===== src/hw/scl_defines.vh =====
`ifndef SCL_DEFINES_VH
`define SCL_DEFINES_VH

// register indices on the plain register port
`define SCL_ADDR_W        4
`define SCL_REG_CMD3      4'h0
`define SCL_REG_CMD6      4'h1
`define SCL_REG_ANS7A     4'h2
`define SCL_REG_ANS8A     4'h3
`define SCL_REG_CLEAR     4'h4
`define SCL_REG_STATUS    4'h5

// command frame 3 field positions
`define SCL_VSR_BIT       6
`define SCL_ISR_BIT       7
`define SCL_BYP_BIT       8
`define SCL_CL_LO         9
`define SCL_CL_HI         10
// command frame 6 field position
`define SCL_THERMAL_SLOPE_BYPASS_ENABLE_BIT      10
// answer frame 7a positions
`define SCL_VOLTAGE_SLOPE_READBACK_BIT  7
`define SCL_ISR_ECHO_BIT  8
`define SCL_BYP_ECHO_BIT  9
`define SCL_CL_ECHO_LO    10
`define SCL_CL_ECHO_HI    11
`define SCL_THERMAL_SLOPE_BYPASS_READBACK_BIT 12
// answer frame 8a position
`define SCL_LIMIT_BIT     3

// reset values
`define SCL_VSR_RST       1'h1
`define SCL_ISR_RST       1'h1
`define SCL_BYP_RST       1'h0
`define SCL_THERMAL_SLOPE_BYPASS_ENABLE_RST      1'h0
`define SCL_CL_RST        2'h1

// timing, in ns, and cycle counts at 100 MHz
`define SCL_CLK_NS        10
`define SCL_T_LIMH_NS     10000
`define SCL_T_LIML_NS     10000
`define SCL_T_DIAG_HI_NS  20000
`define SCL_T_DIAG_LO_NS  40000
`define SCL_T_OFF_NS      40000
`define SCL_T_LIMH_CYC    ((`SCL_T_LIMH_NS + `SCL_CLK_NS - 1) / `SCL_CLK_NS)
`define SCL_T_LIML_CYC    ((`SCL_T_LIML_NS + `SCL_CLK_NS - 1) / `SCL_CLK_NS)
`define SCL_T_DIAG_HI_CYC ((`SCL_T_DIAG_HI_NS + `SCL_CLK_NS - 1) / `SCL_CLK_NS)
`define SCL_T_DIAG_LO_CYC ((`SCL_T_DIAG_LO_NS + `SCL_CLK_NS - 1) / `SCL_CLK_NS)
`define SCL_T_OFF_CYC     ((`SCL_T_OFF_NS + `SCL_CLK_NS - 1) / `SCL_CLK_NS)

`endif


===== src/hw/scl_slew_chop_ctrl.v =====
`timescale 1ns/10ps
`include "scl_defines.vh"
// Overview of operation
// - answer 7a bit 7 echoes voltage slope select, 1 fast, default fast.
// - warning with thermal enable, limit flag, overcurrent low or bypass force very fast.
// - slope bypass enable is command 3 bit 8, resets 0.
// - answer 7a bit 9 mirrors slope bypass enable, default 0.
// - thermal warning with thermal bypass enabled forces voltage slope very fast and drops current slope control.
// - thermal bypass disabled keeps selected slope mode during warning.
// - thermal slope bypass enable is command 6 bit 10, resets 0.
// - a readback bit mirrors the thermal slope bypass enable, default 0.
// - reaching upper threshold latches limit flag; cleared by serial, disable, reset.
// - limit flag appears at answer 8a bit 3, default 0.
// - overcurrent in window sets that transistor's bits and tristates the bridge.
// - window end clean: leave limit mode, high off, lows on, hold minimum off time.
// - pulse input fall inside window also starts minimum off timer.
// - window length chosen from supply level at start, frozen afterwards.
// - limit flag clears once current drops below lower threshold plus hysteresis.
// - exit limitation after low filter time and minimum off time; bypass stays.
// - programmed slopes restored when below lower threshold and pulse input low.
// - in two-input mode restore when toggling bridge input is low.
// - chop threshold select is command 3 bits 10:9, reset 01.
// - lower threshold tracks upper, about half an ampere below.
// - answer 7a bits 11:10 mirror chop threshold select, reset 01.
// - voltage slope select is command 3 bit 6, resets 1 fast.
// - current slope select is command 3 bit 7, resets 1 fast.
module scl_slew_chop_ctrl #(
  parameter T_LIMH_CYC    = `SCL_T_LIMH_CYC,
  parameter T_LIML_CYC    = `SCL_T_LIML_CYC,
  parameter T_DIAG_HI_CYC = `SCL_T_DIAG_HI_CYC,
  parameter T_DIAG_LO_CYC = `SCL_T_DIAG_LO_CYC,
  parameter T_OFF_CYC     = `SCL_T_OFF_CYC,
  parameter CNT_W         = 16
) (
  input  wire        i_ref_clk,          // 100 MHz clock
  input  wire        i_resetn,           // async reset, low
  input  wire [3:0]  i_addr,             // register index
  input  wire [15:0] i_wdata,            // write data
  input  wire        i_wr,               // write strobe
  input  wire        i_rd,               // read strobe
  output reg  [15:0] o_rdata,            // read data, cycle after strobe
  input  wire        i_pwm,              // pulse-width input (pin)
  input  wire        i_bridge_input_a,   // two-input mode input a (pin)
  input  wire        i_bridge_input_b,   // two-input mode input b (pin)
  input  wire        i_two_input_mode,   // 1: two-input drive mode
  input  wire        i_disable,          // disable input (pin), clears flag
  input  wire        i_thermal_warning,  // junction above warning level
  input  wire        i_overcurrent_condition_n, // low: overcurrent condition
  input  wire        i_above_high_limit, // current above upper threshold
  input  wire        i_below_low_limit,  // current below lower threshold
  input  wire        i_below_low_hyst,   // below lower threshold plus hysteresis
  input  wire [3:0]  i_overcurrent_level,// filtered per transistor: hsa,hsb,lsa,lsb
  input  wire        i_supply_normal,    // supply above normal level
  output reg  [1:0]  o_chop_threshold,   // selected range for analog comparators
  output reg         o_voltage_very_fast,// voltage slope forced very fast
  output reg         o_current_uncontrolled, // current slope control dropped
  output reg         o_voltage_slope,    // programmed voltage slope, 1 fast
  output reg         o_current_slope,    // programmed current slope, 1 fast
  output reg         o_variable_voltage_limit_mode, // limit mode still allowed
  output reg         o_high_side_off,    // high-side forced off
  output reg         o_low_sides_on,     // both low sides forced on
  output reg         o_tristate,         // bridge tristate after overcurrent
  output reg         o_oc_supervision    // overcurrent supervision enabled
);

  localparam ST_IDLE  = 3'h0;
  localparam ST_WIN   = 3'h1;
  localparam ST_OFF   = 3'h2;
  localparam ST_TRI   = 3'h3;
  localparam ST_CHECK = 3'h4;

  //////////////////////////////////////////////////////////////////////////
  // pin synchronisers, two flops each
  reg [4:0] sync1_ff;
  reg [4:0] sync2_ff;
  always @(posedge i_ref_clk or negedge i_resetn) begin
    if (!i_resetn) begin
      sync1_ff <= 5'h00;
      sync2_ff <= 5'h00;
    end else begin
      sync1_ff <= {i_supply_normal, i_disable, i_bridge_input_b,
                   i_bridge_input_a, i_pwm};
      sync2_ff <= sync1_ff;
    end
  end
  wire pwm_s   = sync2_ff[0];
  wire in_a_s  = sync2_ff[1];
  wire in_b_s  = sync2_ff[2];
  wire dis_s   = sync2_ff[3];
  wire vnorm_s = sync2_ff[4];

  //////////////////////////////////////////////////////////////////////////
  // configuration registers
  reg        vsr_ff;
  reg        isr_ff;
  reg        byp_ff;
  reg        thermal_slope_bypass_enable_ff;
  reg [1:0]  cl_ff;
  reg        limit_ff;
  reg [3:0]  ocdiag_ff;
  reg [2:0]  state_ff;
  reg        restore_ff;
  reg [CNT_W-1:0] hcnt_ff;
  reg [CNT_W-1:0] lcnt_ff;
  reg [CNT_W-1:0] win_ff;
  reg [CNT_W-1:0] off_ff;
  reg        off_run_ff;
  reg        pwm_d_ff;
  reg        toggle_b_ff;
  reg        in_a_d_ff;
  reg        in_b_d_ff;

  wire wr_cmd3 = i_wr && (i_addr == `SCL_REG_CMD3);
  wire wr_cmd6 = i_wr && (i_addr == `SCL_REG_CMD6);
  wire wr_clr  = i_wr && (i_addr == `SCL_REG_CLEAR) && i_wdata[`SCL_LIMIT_BIT];

  always @(posedge i_ref_clk or negedge i_resetn) begin
    if (!i_resetn) begin
      vsr_ff  <= `SCL_VSR_RST;
      isr_ff  <= `SCL_ISR_RST;
      byp_ff  <= `SCL_BYP_RST;
      thermal_slope_bypass_enable_ff <= `SCL_THERMAL_SLOPE_BYPASS_ENABLE_RST;
      cl_ff   <= `SCL_CL_RST;
    end else begin
      if (wr_cmd3) begin
        vsr_ff <= i_wdata[`SCL_VSR_BIT];
        isr_ff <= i_wdata[`SCL_ISR_BIT];
        byp_ff <= i_wdata[`SCL_BYP_BIT];
        cl_ff  <= i_wdata[`SCL_CL_HI:`SCL_CL_LO];
      end
      if (wr_cmd6)
        thermal_slope_bypass_enable_ff <= i_wdata[`SCL_THERMAL_SLOPE_BYPASS_ENABLE_BIT];
    end
  end

  //////////////////////////////////////////////////////////////////////////
  // edge detection on synchronised inputs
  wire pwm_fall = pwm_d_ff && !pwm_s;
  wire in_a_edge = in_a_d_ff ^ in_a_s;
  wire in_b_edge = in_b_d_ff ^ in_b_s;
  // the toggling input is the one seen to change last
  wire nxt_toggle_b = in_b_edge ? 1'b1 : (in_a_edge ? 1'b0 : toggle_b_ff);
  wire drive_in = i_two_input_mode ? (nxt_toggle_b ? in_b_s : in_a_s)
                                   : pwm_s;
  wire drive_fall = i_two_input_mode ? (nxt_toggle_b ? (in_b_d_ff && !in_b_s)
                                                     : (in_a_d_ff && !in_a_s))
                                     : pwm_fall;

  always @(posedge i_ref_clk or negedge i_resetn) begin
    if (!i_resetn) begin
      pwm_d_ff    <= 1'b0;
      in_a_d_ff   <= 1'b0;
      in_b_d_ff   <= 1'b0;
      toggle_b_ff <= 1'b0;
    end else begin
      pwm_d_ff    <= pwm_s;
      in_a_d_ff   <= in_a_s;
      in_b_d_ff   <= in_b_s;
      toggle_b_ff <= nxt_toggle_b;
    end
  end

  //////////////////////////////////////////////////////////////////////////
  // current limitation sequence
  wire hcnt_done = (hcnt_ff >= T_LIMH_CYC[CNT_W-1:0]);
  wire lcnt_done = (lcnt_ff >= T_LIML_CYC[CNT_W-1:0]);
  wire off_done  = !off_run_ff && (off_ff == {CNT_W{1'b0}});
  wire oc_hit    = |i_overcurrent_level;

  always @(posedge i_ref_clk or negedge i_resetn) begin
    if (!i_resetn) begin
      state_ff   <= ST_IDLE;
      hcnt_ff    <= {CNT_W{1'b0}};
      lcnt_ff    <= {CNT_W{1'b0}};
      win_ff     <= {CNT_W{1'b0}};
      off_ff     <= {CNT_W{1'b0}};
      off_run_ff <= 1'b0;
      ocdiag_ff  <= 4'h0;
      restore_ff <= 1'b1;
    end else begin
      // high-limit filter runs while above the upper threshold
      hcnt_ff <= i_above_high_limit ? (hcnt_done ? hcnt_ff : hcnt_ff + 1'b1)
                                    : {CNT_W{1'b0}};
      // low-limit filter runs while below the lower threshold
      lcnt_ff <= i_below_low_limit ? (lcnt_done ? lcnt_ff : lcnt_ff + 1'b1)
                                   : {CNT_W{1'b0}};
      // minimum recirculation timer
      if (off_run_ff) begin
        off_run_ff <= 1'b0;
        off_ff     <= T_OFF_CYC[CNT_W-1:0];
      end else if (off_ff != {CNT_W{1'b0}}) begin
        off_ff <= off_ff - 1'b1;
      end
      // programmed slopes come back once low and drive input low
      if (i_below_low_limit && !drive_in && state_ff == ST_IDLE)
        restore_ff <= 1'b1;
      case (state_ff)
        ST_IDLE: begin
          if (hcnt_done) begin
            state_ff   <= ST_WIN;
            restore_ff <= 1'b0;
            win_ff     <= vnorm_s ? T_DIAG_HI_CYC[CNT_W-1:0]
                                  : T_DIAG_LO_CYC[CNT_W-1:0];
          end
        end
        ST_WIN: begin
          if (drive_fall)
            off_run_ff <= 1'b1;
          if (oc_hit) begin
            ocdiag_ff <= ocdiag_ff | i_overcurrent_level;
            state_ff  <= ST_TRI;
          end else if (win_ff <= {{(CNT_W-1){1'b0}}, 1'b1}) begin
            state_ff <= ST_OFF;
            if (!drive_fall && off_done)
              off_run_ff <= 1'b1;
          end else begin
            win_ff <= win_ff - 1'b1;
          end
        end
        ST_OFF: begin
          state_ff <= ST_CHECK;
        end
        ST_CHECK: begin
          if (lcnt_done && off_done)
            state_ff <= ST_IDLE;
        end
        ST_TRI: begin
          if (dis_s)
            state_ff <= ST_IDLE;
        end
        default: state_ff <= ST_IDLE;
      endcase
      if (wr_clr)
        ocdiag_ff <= 4'h0;
    end
  end

  //////////////////////////////////////////////////////////////////////////
  // chop-limit flag: set wins over any clear
  wire limit_set = (state_ff == ST_IDLE) && hcnt_done;
  always @(posedge i_ref_clk or negedge i_resetn) begin
    if (!i_resetn)
      limit_ff <= 1'b0;
    else if (limit_set)
      limit_ff <= 1'b1;
    else if (wr_clr || dis_s || (i_below_low_hyst && state_ff != ST_WIN))
      limit_ff <= 1'b0;
  end

  //////////////////////////////////////////////////////////////////////////
  // slope mode and bridge override outputs
  wire therm_byp = i_thermal_warning && thermal_slope_bypass_enable_ff;
  wire in_limit  = (state_ff != ST_IDLE) || !restore_ff;
  wire force_vf  = therm_byp || limit_ff || !i_overcurrent_condition_n ||
                   byp_ff || in_limit;
  wire hold_off  = (state_ff == ST_OFF) || (state_ff == ST_CHECK);
  always @(posedge i_ref_clk or negedge i_resetn) begin
    if (!i_resetn) begin
      o_chop_threshold              <= `SCL_CL_RST;
      o_voltage_very_fast           <= 1'b0;
      o_current_uncontrolled        <= 1'b0;
      o_voltage_slope               <= `SCL_VSR_RST;
      o_current_slope               <= `SCL_ISR_RST;
      o_variable_voltage_limit_mode <= 1'b1;
      o_high_side_off               <= 1'b0;
      o_low_sides_on                <= 1'b0;
      o_tristate                    <= 1'b0;
      o_oc_supervision              <= 1'b0;
    end else begin
      o_chop_threshold              <= cl_ff;
      o_voltage_very_fast           <= force_vf;
      o_current_uncontrolled        <= force_vf;
      o_voltage_slope               <= vsr_ff;
      o_current_slope               <= isr_ff;
      o_variable_voltage_limit_mode <= !hold_off;
      o_high_side_off               <= hold_off && !(state_ff == ST_CHECK && off_done);
      o_low_sides_on                <= hold_off && !(state_ff == ST_CHECK && off_done);
      o_tristate                    <= (state_ff == ST_TRI);
      o_oc_supervision              <= (state_ff == ST_WIN);
    end
  end

  //////////////////////////////////////////////////////////////////////////
  // read port, data one cycle after strobe
  reg [15:0] nxt_rdata;
  always @* begin
    nxt_rdata = 16'h0000;
    case (i_addr)
      `SCL_REG_CMD3: begin
        nxt_rdata[`SCL_VSR_BIT] = vsr_ff;
        nxt_rdata[`SCL_ISR_BIT] = isr_ff;
        nxt_rdata[`SCL_BYP_BIT] = byp_ff;
        nxt_rdata[`SCL_CL_HI:`SCL_CL_LO] = cl_ff;
      end
      `SCL_REG_CMD6: nxt_rdata[`SCL_THERMAL_SLOPE_BYPASS_ENABLE_BIT] = thermal_slope_bypass_enable_ff;
      `SCL_REG_ANS7A: begin
        nxt_rdata[`SCL_VOLTAGE_SLOPE_READBACK_BIT] = vsr_ff;
        nxt_rdata[`SCL_ISR_ECHO_BIT] = isr_ff;
        nxt_rdata[`SCL_BYP_ECHO_BIT] = byp_ff;
        nxt_rdata[`SCL_CL_ECHO_HI:`SCL_CL_ECHO_LO] = cl_ff;
        nxt_rdata[`SCL_THERMAL_SLOPE_BYPASS_READBACK_BIT] = thermal_slope_bypass_enable_ff;
      end
      `SCL_REG_ANS8A: nxt_rdata[`SCL_LIMIT_BIT] = limit_ff;
      `SCL_REG_STATUS: nxt_rdata = {9'h000, state_ff, ocdiag_ff};
      default: nxt_rdata = 16'h0000;
    endcase
  end
  always @(posedge i_ref_clk or negedge i_resetn) begin
    if (!i_resetn)
      o_rdata <= 16'h0000;
    else if (i_rd)
      o_rdata <= nxt_rdata;
    else
      o_rdata <= 16'h0000;
  end

endmodule


===== config.mk =====
export PLATFORM = sky130hd
export DESIGN_NAME = scl_slew_chop_ctrl
export DESIGN_NICKNAME = d
export VERILOG_FILES = /design/src/hw/scl_slew_chop_ctrl.v
export VERILOG_INCLUDE_DIRS = /design/src /design/src/hw
export SDC_FILE = /design/constraint.sdc
export NUM_CORES = 1
export LEC_CHECK = 0
export ABC_AREA = 0
export ABC_CLOCK_PERIOD_IN_PS = 6210
export BUFFER_PORTS_ARGS = -buffer_cell sky130_fd_sc_hd__buf_2
export CORE_UTILIZATION = 50
export CTS_CLUSTER_SIZE = 16
export DETAILED_ROUTE_END_ITERATION = 7
export GPL_ROUTABILITY_DRIVEN = 0
export PLACE_DENSITY = 0.7
export SLEW_MARGIN = 20
export SYNTH_ARGS = -nofsm -noshare
export SYNTH_HDL_FRONTEND = slang
export SYNTH_SLANG_ARGS = --single-unit

===== constraint.sdc =====
create_clock -name i_ref_clk -period 6.21 [get_ports i_ref_clk]
set_clock_uncertainty 0.1 [all_clocks]
set_input_delay 1.242 -clock i_ref_clk [delete_from_list [all_inputs] [get_ports i_ref_clk]]
set_output_delay 1.242 -clock i_ref_clk [all_outputs]
set_load 0.05 [all_outputs]

==> results summary, run 1 <==
The flow ran to the end, and the final reports show no timing, DRC or antenna violations. Summed over all layers, the global routing overflow is 0. At the worst endpoint, the required time is 6.54 ns.

The number of global-route vias before repair came out at 3643. In this run, CTS created clock tree buffers numbering 17. The longest clock path from root to sink contains 2 buffers. The count of inserted antenna diode cells is 0. The floorplan has 36 rows. The number of hold violations in the final report was 0. The count of max-cap constraint violations is 0. The final worst hold slack is 0.249 ns.

The clock insertion delay at the later pin of the skew report is 0.51 ns. The count of buffers added by post-CTS timing repair for setup is 0. Leaving out fill and tap cells, the most frequent cells in the layout are dfrtp_1, buf_2, nor2_1. In the synthesized netlist the dominant register cell turns out to be dfrtp_1. The critical path capture point type is a flip-flop. The H-tree depth reported by CTS is 4.

The startpoint of the worst setup timing path is i_overcurrent_level[0]. The number of library cell types mapped by synthesis came out at 56. The total detailed-routing wirelength came out at 9780 µm. The switching power came out at 0.000436 W.

For this configuration, the core starts out at a cell density of 0.524. For this run, the top clock speed supported by timing is 0.363 GHz. The first-pass GRT wire length is 17300 µm. Counting flops and latches in the post-synthesis netlist gives 116. The synthesis-to-finish area growth is 17.7%.

The detail-routed net length per standard cell is 14.1 µm. The peak supply drop is 217 µV. The clock-pin slew of the registers on the worst-case setup and hold paths came out at 0.06 ns.

In the final layout, the share of cells above drive strength 1 is 0.194. The worst pin sits at a relative slew slack of 0.400. The number of gates resized after cts is 0.

The sequential share of the synthesized area came out at 0.559. The number of enable-type register cells in the synthesized netlist came out at 0. The detailed placer's ending HPWL came out at 6640 µm. The setup TNS is 0 ns. Of the total power, the clock network draws 0.492. Leaving out fill and tap cells, the most frequent cell in the layout is dfrtp_1.

Setup repair after global routing left no endpoint under its margin. The number of cells produced by synthesis is 485. After clock tree synthesis, the flow added hold-fix buffers numbering 0. The worst setup path is of the in2reg kind. The total number of nets in the final design came out at 594. For the pin with the worst max-slew slack, the measured transition is 0.896 ns. The number of buffers added on ports is 52.

The count of buffer and inverter cells on the critical path is 1. Summed over all cells, the static leakage comes to 2.91 nW. For the finished layout, the period the worst path requires is 2.76 ns. The startpoint identified for the worst hold timing path is sync1_ff[0].

The core region is 0.00995 mm². The worst register-to-register path begins at win_ff[11]. The basic-gate share of the synthesized area counting and, or, nand and nor cells came out at 0.228. The floorplan die area came out at 0.0108 mm². For this run, design rule violations remaining after detail routing come to 0. The average cell area after synthesis came out at 10.8 µm².

The overall track demand over capacity in global routing came out at 0.202. The total power of the final layout came out at 0.00179 W. Of the total synthesized cell area, the portion taken by full adders, half adders and majority gates is 0.0240. The number of antenna violations at the first check in global routing is 0. TritonCTS built the clock tree. In this run the clock root is driven by a clkbuf_8. The horizontal die dimension came out at 104 µm. The signal on the critical path passes through buf_2 -> or4_1 -> nor2_1 -> o21ai_2 -> nor4_1 -> mux2i_1. The delay of the slowest cell on the worst path is 0.67 ns. The worst setup path is launched from an input port.

Of the total synthesized cell area, the portion taken by XOR and XNOR cells is 0.0487. The cell count after placement is 659. The clock sink total is 116.

The cell type group with the largest total delay on the critical path is simple AND/OR/NAND/NOR gates. The via density per instance is 5.31. After synthesis, the share of cell area in mux cells is 0.0362. Setup violations remaining at the end of the flow were counted as 0.

The die span in y is 104 µm. The post-synthesis compound-gate area fraction was 0.0715. The total via count after detailed routing came out at 3669. Cell internal power was estimated by the tool at 0.00135 W. The worst min-delay path class is reg2reg. The count of non-filler cells in the finished layout is 691. The post-route antenna net violation count came out at 0.

The maximum fanout encountered on the critical timing path is 14. In the finished design, the share of the clock period the worst path needs comes to 0.444. The proportion of synthesized flip-flops having asynchronous set or reset came out at 1.00. The portion of total power attributed to sequential cells is 0.451. The logic gate share of total power came out at 0.057. The final-report max-slew violation count is 0. The switching fraction of total power came out at 0.244.

The core occupancy in the finished layout came out at 0.616. After synthesis, the largest family of logic cells by area is simple AND/OR/NAND/NOR gates. The Yosys step of the flow raised 0 warnings. On the critical path, the stage with the largest delay is an instance of or4_1.

The maximum number of pins on one net before global-route repair came out at 74. For this run, the detailed router's first-pass iteration total came to 4. 66 I/O pins were placed. The post-synth design cell area came out at 0.00521 mm².

The arrival time of the worst setup path is 3.09 ns. Power spread over the standard cell area amounts to 291 mW/mm². The number of violations reported at the end of detailed-routing iteration 0 came out at 144.
==> sequential cells by signal, indices dropped and copies added, names as in the netlist, 2 cells and up <==
register          flops
hcnt_ff              16
lcnt_ff              16
off_ff               16
win_ff               16
o_rdata              13
sync1_ff              5
sync2_ff              5
ocdiag_ff             4
state_ff              3
cl_ff                 2
o_chop_threshold      2
==> cell families (layout without fill, tap and decap cells) <==
kind of cell    after synthesis  count (layout)
simple gates                216             216
fa+ha+maj                    10              10
other cells                   1               3
buf+inv                      37             108
flops                       116             116
xor+xnor                     29              29
compound gates               58              58
mux                          18              18
==> cell usage after synthesis (2+ instances only) <==
cell type	instances	area share
xnor2_1	11	0.018
a21oi_1	16	0.015
clkbuf_1	8	0.0058
dfstp_2	8	0.040
ha_1	10	0.024
buf_4	5	0.0072
o21ai_0	12	0.012
dfrtp_1	108	0.52
nand3b_1	4	0.0058
nand2_1	26	0.019
nor3_1	14	0.013
nand3_1	24	0.023
and3_1	7	0.0084
or3_1	7	0.0084
mux2_2	7	0.015
xor2_1	18	0.030
nor2_1	46	0.033
nand2b_1	4	0.0048
nor3b_1	6	0.0086
a21boi_0	4	0.0058
and2_1	33	0.040
nor2b_1	4	0.0048
nor4_1	11	0.013
o211ai_1	4	0.0058
or4_1	2	0.0029
nor4b_1	2	0.0034
nand4_1	15	0.018
a31oi_1	5	0.0060
o21a_1	4	0.0058
and4_1	2	0.0034
a2111oi_0	2	0.0034
inv_1	22	0.016
mux2i_1	11	0.021
==> layout make-up <==
| type | count | area, µm² |
|---|---|---|
| fillers | 814 | 3820 |
| well taps | 133 | 166 |
| clock buffers | 17 | 414 |
| clock inverters | 15 | 135 |
| multi-input cells | 334 | 2150 |
| repair buffers | 54 | 278 |
| inverters | 22 | 82.6 |
| flip-flops and latches | 116 | 2910 |
==> layer usage <==
| metal | vias to the layer above | GRT usage | part of all wire |
|---|---|---|---|
| met5 | - | 0 | 0 |
| met4 | 0 | 0.0694 | 0.010 |
| met3 | 9 | 0.0545 | 0.036 |
| met2 | 74 | 0.325 | 0.49 |
| met1 | 1771 | 0.266 | 0.47 |
| li1 | 1815 | - | - |
==> worst reg2reg max path: stages, from the launching register on <==
cell and delay, ns:
dfrtp_1 0.41, nor4_1 0.55, nand4_1 0.28, o21ai_2 0.54, o311ai_0 0.22, a31oi_1 0.17
==> power by group through the flow <==
stage | Combinational, W | Sequential [W] | Clock (W)
4_1_cts | 0.000104 | 0.000806 | 0.000897
3_3_place_gp | 0.000101 | 0.000817 | 0
6_report | 0.000102 | 0.000806 | 0.000879
5_1_grt | 0.000112 | 0.000810 | 0.000932
2_1_floorplan | 0.0000389 | 0.000840 | 0
3_5_place_dp | 0.000103 | 0.000819 | 0
==> final timing paths <==
check                              end  slack, ns  depth (start not counted)
max                         win_ff[13]       3.45                          6
min                        sync2_ff[0]       0.25                          0
max reg2reg                 win_ff[11]       3.87                          5
min reg2reg                sync2_ff[0]       0.25                          0
max in group asynchronous    win_ff[1]       4.12                          2
min in group asynchronous   off_ff[10]       0.62                          1
==> stage by stage <==
stage / setup WS [ns] / instance area (µm²)
2_1_floorplan: 3.36 / 5220
3_3_place_gp: 3.04 / 5580
3_5_place_dp: 2.97 / 5580
4_1_cts: 3.49 / 6130
5_1_grt: 3.35 / 6130
6_report: 3.45 / 6130
No activity file was read; power rests on OpenSTA's default activity.
==> run 2: changes to the inputs <==
--- a/config.mk
+++ b/config.mk
@@ -7,7 +7,7 @@
 export NUM_CORES = 1
 export LEC_CHECK = 0
 export ABC_AREA = 0
-export ABC_CLOCK_PERIOD_IN_PS = 6210
+export ABC_CLOCK_PERIOD_IN_PS = 2700
 export BUFFER_PORTS_ARGS = -buffer_cell sky130_fd_sc_hd__buf_2
 export CORE_UTILIZATION = 50
 export CTS_CLUSTER_SIZE = 16
==> constraint.sdc (replaced) <==
create_clock -name i_ref_clk -period 2.7 [get_ports i_ref_clk]
set_clock_uncertainty 0.1 [all_clocks]
set_input_delay 0.54 -clock i_ref_clk [delete_from_list [all_inputs] [get_ports i_ref_clk]]
set_output_delay 0.54 -clock i_ref_clk [all_outputs]
set_load 0.05 [all_outputs]
==> run 2 against run 1 <==
The flow now finishes with violations (negative hold slack); sequential share of layout area decreased by 0.27 points; first-iteration DRC count grew 46%; clock power rose by 130%; wire length increased by 1.9%; design area grew 0.57%; worst setup slack got worse by 3.0 ns; power is 130% higher; register-to-register slack got worse by 3.4 ns; combinational power grew 130%; critical path type is now reg2reg; highest routed layer unchanged.
==> results summary, run 2 (synthesis gave the netlist of run 1 again) <==
The H-tree depth reported by CTS came out at 4 (unchanged). The power per unit of standard cell area was 668 mW/mm² (was 291 mW/mm²). The number of filler cells placed in the layout is 792 (was 814). The floorplan die area came to 0.0108 mm² (unchanged). Outcome: finished with violations (was complete, no violations).

The clock sink total came out at 116 (unchanged). After layout, the minimum clock period comes to 2.27 ns. The worst min-delay path class was in2async (was reg2reg). The final-report max-slew violation count came to 0 (unchanged). The data required time of the worst path came out at 2.98 ns (was 6.54 ns).

The number of gates resized after cts is 0 (unchanged). The leading cell type in the layout, fill and taps excluded is dfrtp_1 (unchanged). The count of inserted antenna diode cells is 0 (unchanged).

The final routed DRC violation total is 0 (unchanged). The relative max-transition margin is 0.373 (was 0.400). The worst-path cell with the longest stage delay was or4b_2 (was or4_1). The critical path class is reg2reg (was in2reg). The number of violations reported at the end of detailed-routing iteration 0 came out at 210 (was 144). The horizontal die dimension is 104 µm (unchanged). Setup repair after global routing missed its margin: false (unchanged). The number of buffers created by CTS was 17 (unchanged).

The core footprint is 0.00995 mm² (unchanged). The post-route fraction of the period consumed by the critical path is 0.842. The root buffer cell is clkbuf_8 (unchanged). The total number of nets in the final design came out at 598 (was 594).

The arrival time of the worst setup path came out at 2.55 ns (was 3.09 ns). The number of global-route vias before repair is 3695 (was 3643). The number of search-and-repair iterations in the first detailed-routing pass is 5 (was 4). The finished layout cell area is 0.00617 mm² (was 0.00613 mm²). The first-pass GRT wire length is 17400 µm (was 17300 µm). The checks that failed: negative hold slack. The synthesis-to-finish area growth is 18.3% (was 17.7%). The number of hold violations in the final report came out at 9 (was 0).

The register-to-register setup slack came out at 0.43 ns (was 3.87 ns). The slew at the pin closest to its max-slew limit came out at 0.937 ns (was 0.896 ns). The proportion of layout cells with a drive suffix above 1 is 0.192 (was 0.194). The hold buffer count at CTS came out at 0 (unchanged). Most frequent cells in the layout: dfrtp_1, buf_2, nor2_1 (unchanged). The count of buffer and inverter cells on the critical path came out at 1 (unchanged).

The via density per instance is 5.34 (was 5.31). The overall track demand over capacity in global routing is 0.202 (about the same). The post-route antenna net violation count came out at 0 (unchanged).

The clock insertion delay at the later pin of the skew report is 0.51 ns (about the same). The die span in y came out at 104 µm (unchanged). The final global-route overflow total came to 0 (unchanged). The setup-violating endpoint count in the final report is 0 (unchanged). The detail-routed net length per standard cell came to 14.3 µm (was 14.1 µm). The delay of the slowest cell on the worst path is 0.69 ns (was 0.67 ns). The peak supply drop is 377 µV (was 217 µV). The row count was 36 (unchanged).

The reported leakage power is 2.95 nW (was 2.91 nW). The initial core utilization came out at 0.524 (unchanged). The cell type group with the largest total delay on the critical path was simple AND/OR/NAND/NOR gates (unchanged). Cells along the critical path: inv_1 -> ha_1 -> or4b_2 -> nor4_4 -> nand3_1 -> mux2i_1 -> nor2_1 (was buf_2 -> or4_1 -> nor2_1 -> o21ai_2 -> nor4_1 -> mux2i_1).

The number of buffers added on ports is 52 (unchanged). The final worst hold slack was -0.0434 ns (was 0.249 ns). The sort of element at the start of the critical path is a flip-flop (was input port).

The number of antenna violations at the first check in global routing came out at 0 (unchanged). The total power of the final layout is 0.00412 W (was 0.00179 W). The total via count after detailed routing is 3711 (was 3669). The count of buffers added by post-CTS timing repair for setup is 0 (unchanged). For this run, the top clock speed supported by timing is 0.440 GHz. The detailed placer's ending HPWL is 6590 µm (was 6640 µm). The total detailed-routing wirelength came out at 9960 µm (was 9780 µm).

The setup TNS is 0 ns (unchanged). The total placed instance area is 0.00562 mm² (was 0.00558 mm²). The count of max-cap constraint violations came out at 0 (unchanged).

The TritonCTS clock tree was yes (unchanged). The maximum number of pins on one net before global-route repair came out at 117 (was 74). The worst-case clock buffer depth is 2 (unchanged).

The clock-pin slew of the registers on the worst-case setup and hold paths came out at 0.06 ns (about the same). The number of top-level pins is 66 (unchanged). The maximum fanout encountered on the critical timing path came out at 6 (was 14). The critical path capture point type was a flip-flop (unchanged).
run 2: cell types whose count changed in the layout (fill, tap and decap cells not counted):
cell and delta:
clkinvlp_4 -3, o21ai_2 -1, clkinv_2 +2, buf_4 +3, clkinv_4 -3, clkbuf_1 +3, clkbuf_8 +3, buf_12 +1
inv_6 -2, o21ai_1 +1
run 2: cell type report:
type                       count  area [µm²]  area share
sequential                   116        2910       0.472
inverter                      22        82.6      0.0134
timing repair buffer          58         320      0.0519
multi-input combinational    334        2140       0.347
clock inverter                 9        78.8      0.0128
tap                          133         166      0.0270
clock buffer                  23         467      0.0756
run 2: final timing paths:
kind / from / to / cells after the start
min in group i_ref_clk: i_bridge_input_b / sync1_ff[2] / 1
setup / recovery: win_ff[0] / win_ff[14] / 7
max in group asynchronous: i_resetn / lcnt_ff[0] / 2
hold reg to reg: sync1_ff[1] / sync2_ff[1] / 0
hold / removal: i_resetn / off_ff[8] / 2
setup reg to reg: win_ff[0] / win_ff[14] / 7
run 2: stage by stage:
stage               hold slack [ns]  instances  setup slack [ns]   util
finish                      -0.0434        695             0.428  0.620
floorplan                     0.144        487             0.550      -
global route                0.00837        695             0.247  0.620
CTS                         0.00790        695             0.429  0.620
global placement              0.233        663             0.254  0.565
detailed placement            0.235        663             0.242  0.565
run 2: power by group:
part	switching, W	internal [W]	leakage [nW]
Combinational	0.000160	0.0000766	1.20
Sequential	0.0000418	0.00181	1.48
Clock	0.000744	0.00128	0.268
Total	0.000946	0.00317	2.95
run 2: metal layers:
layer  part of all wire  vias to the layer above  track usage
met2               0.48                       92        0.313
met5                  0                        -            0
li1                   -                     1828            -
met1               0.46                     1778        0.269
met3              0.047                       13       0.0570
met4              0.017                        0       0.0816
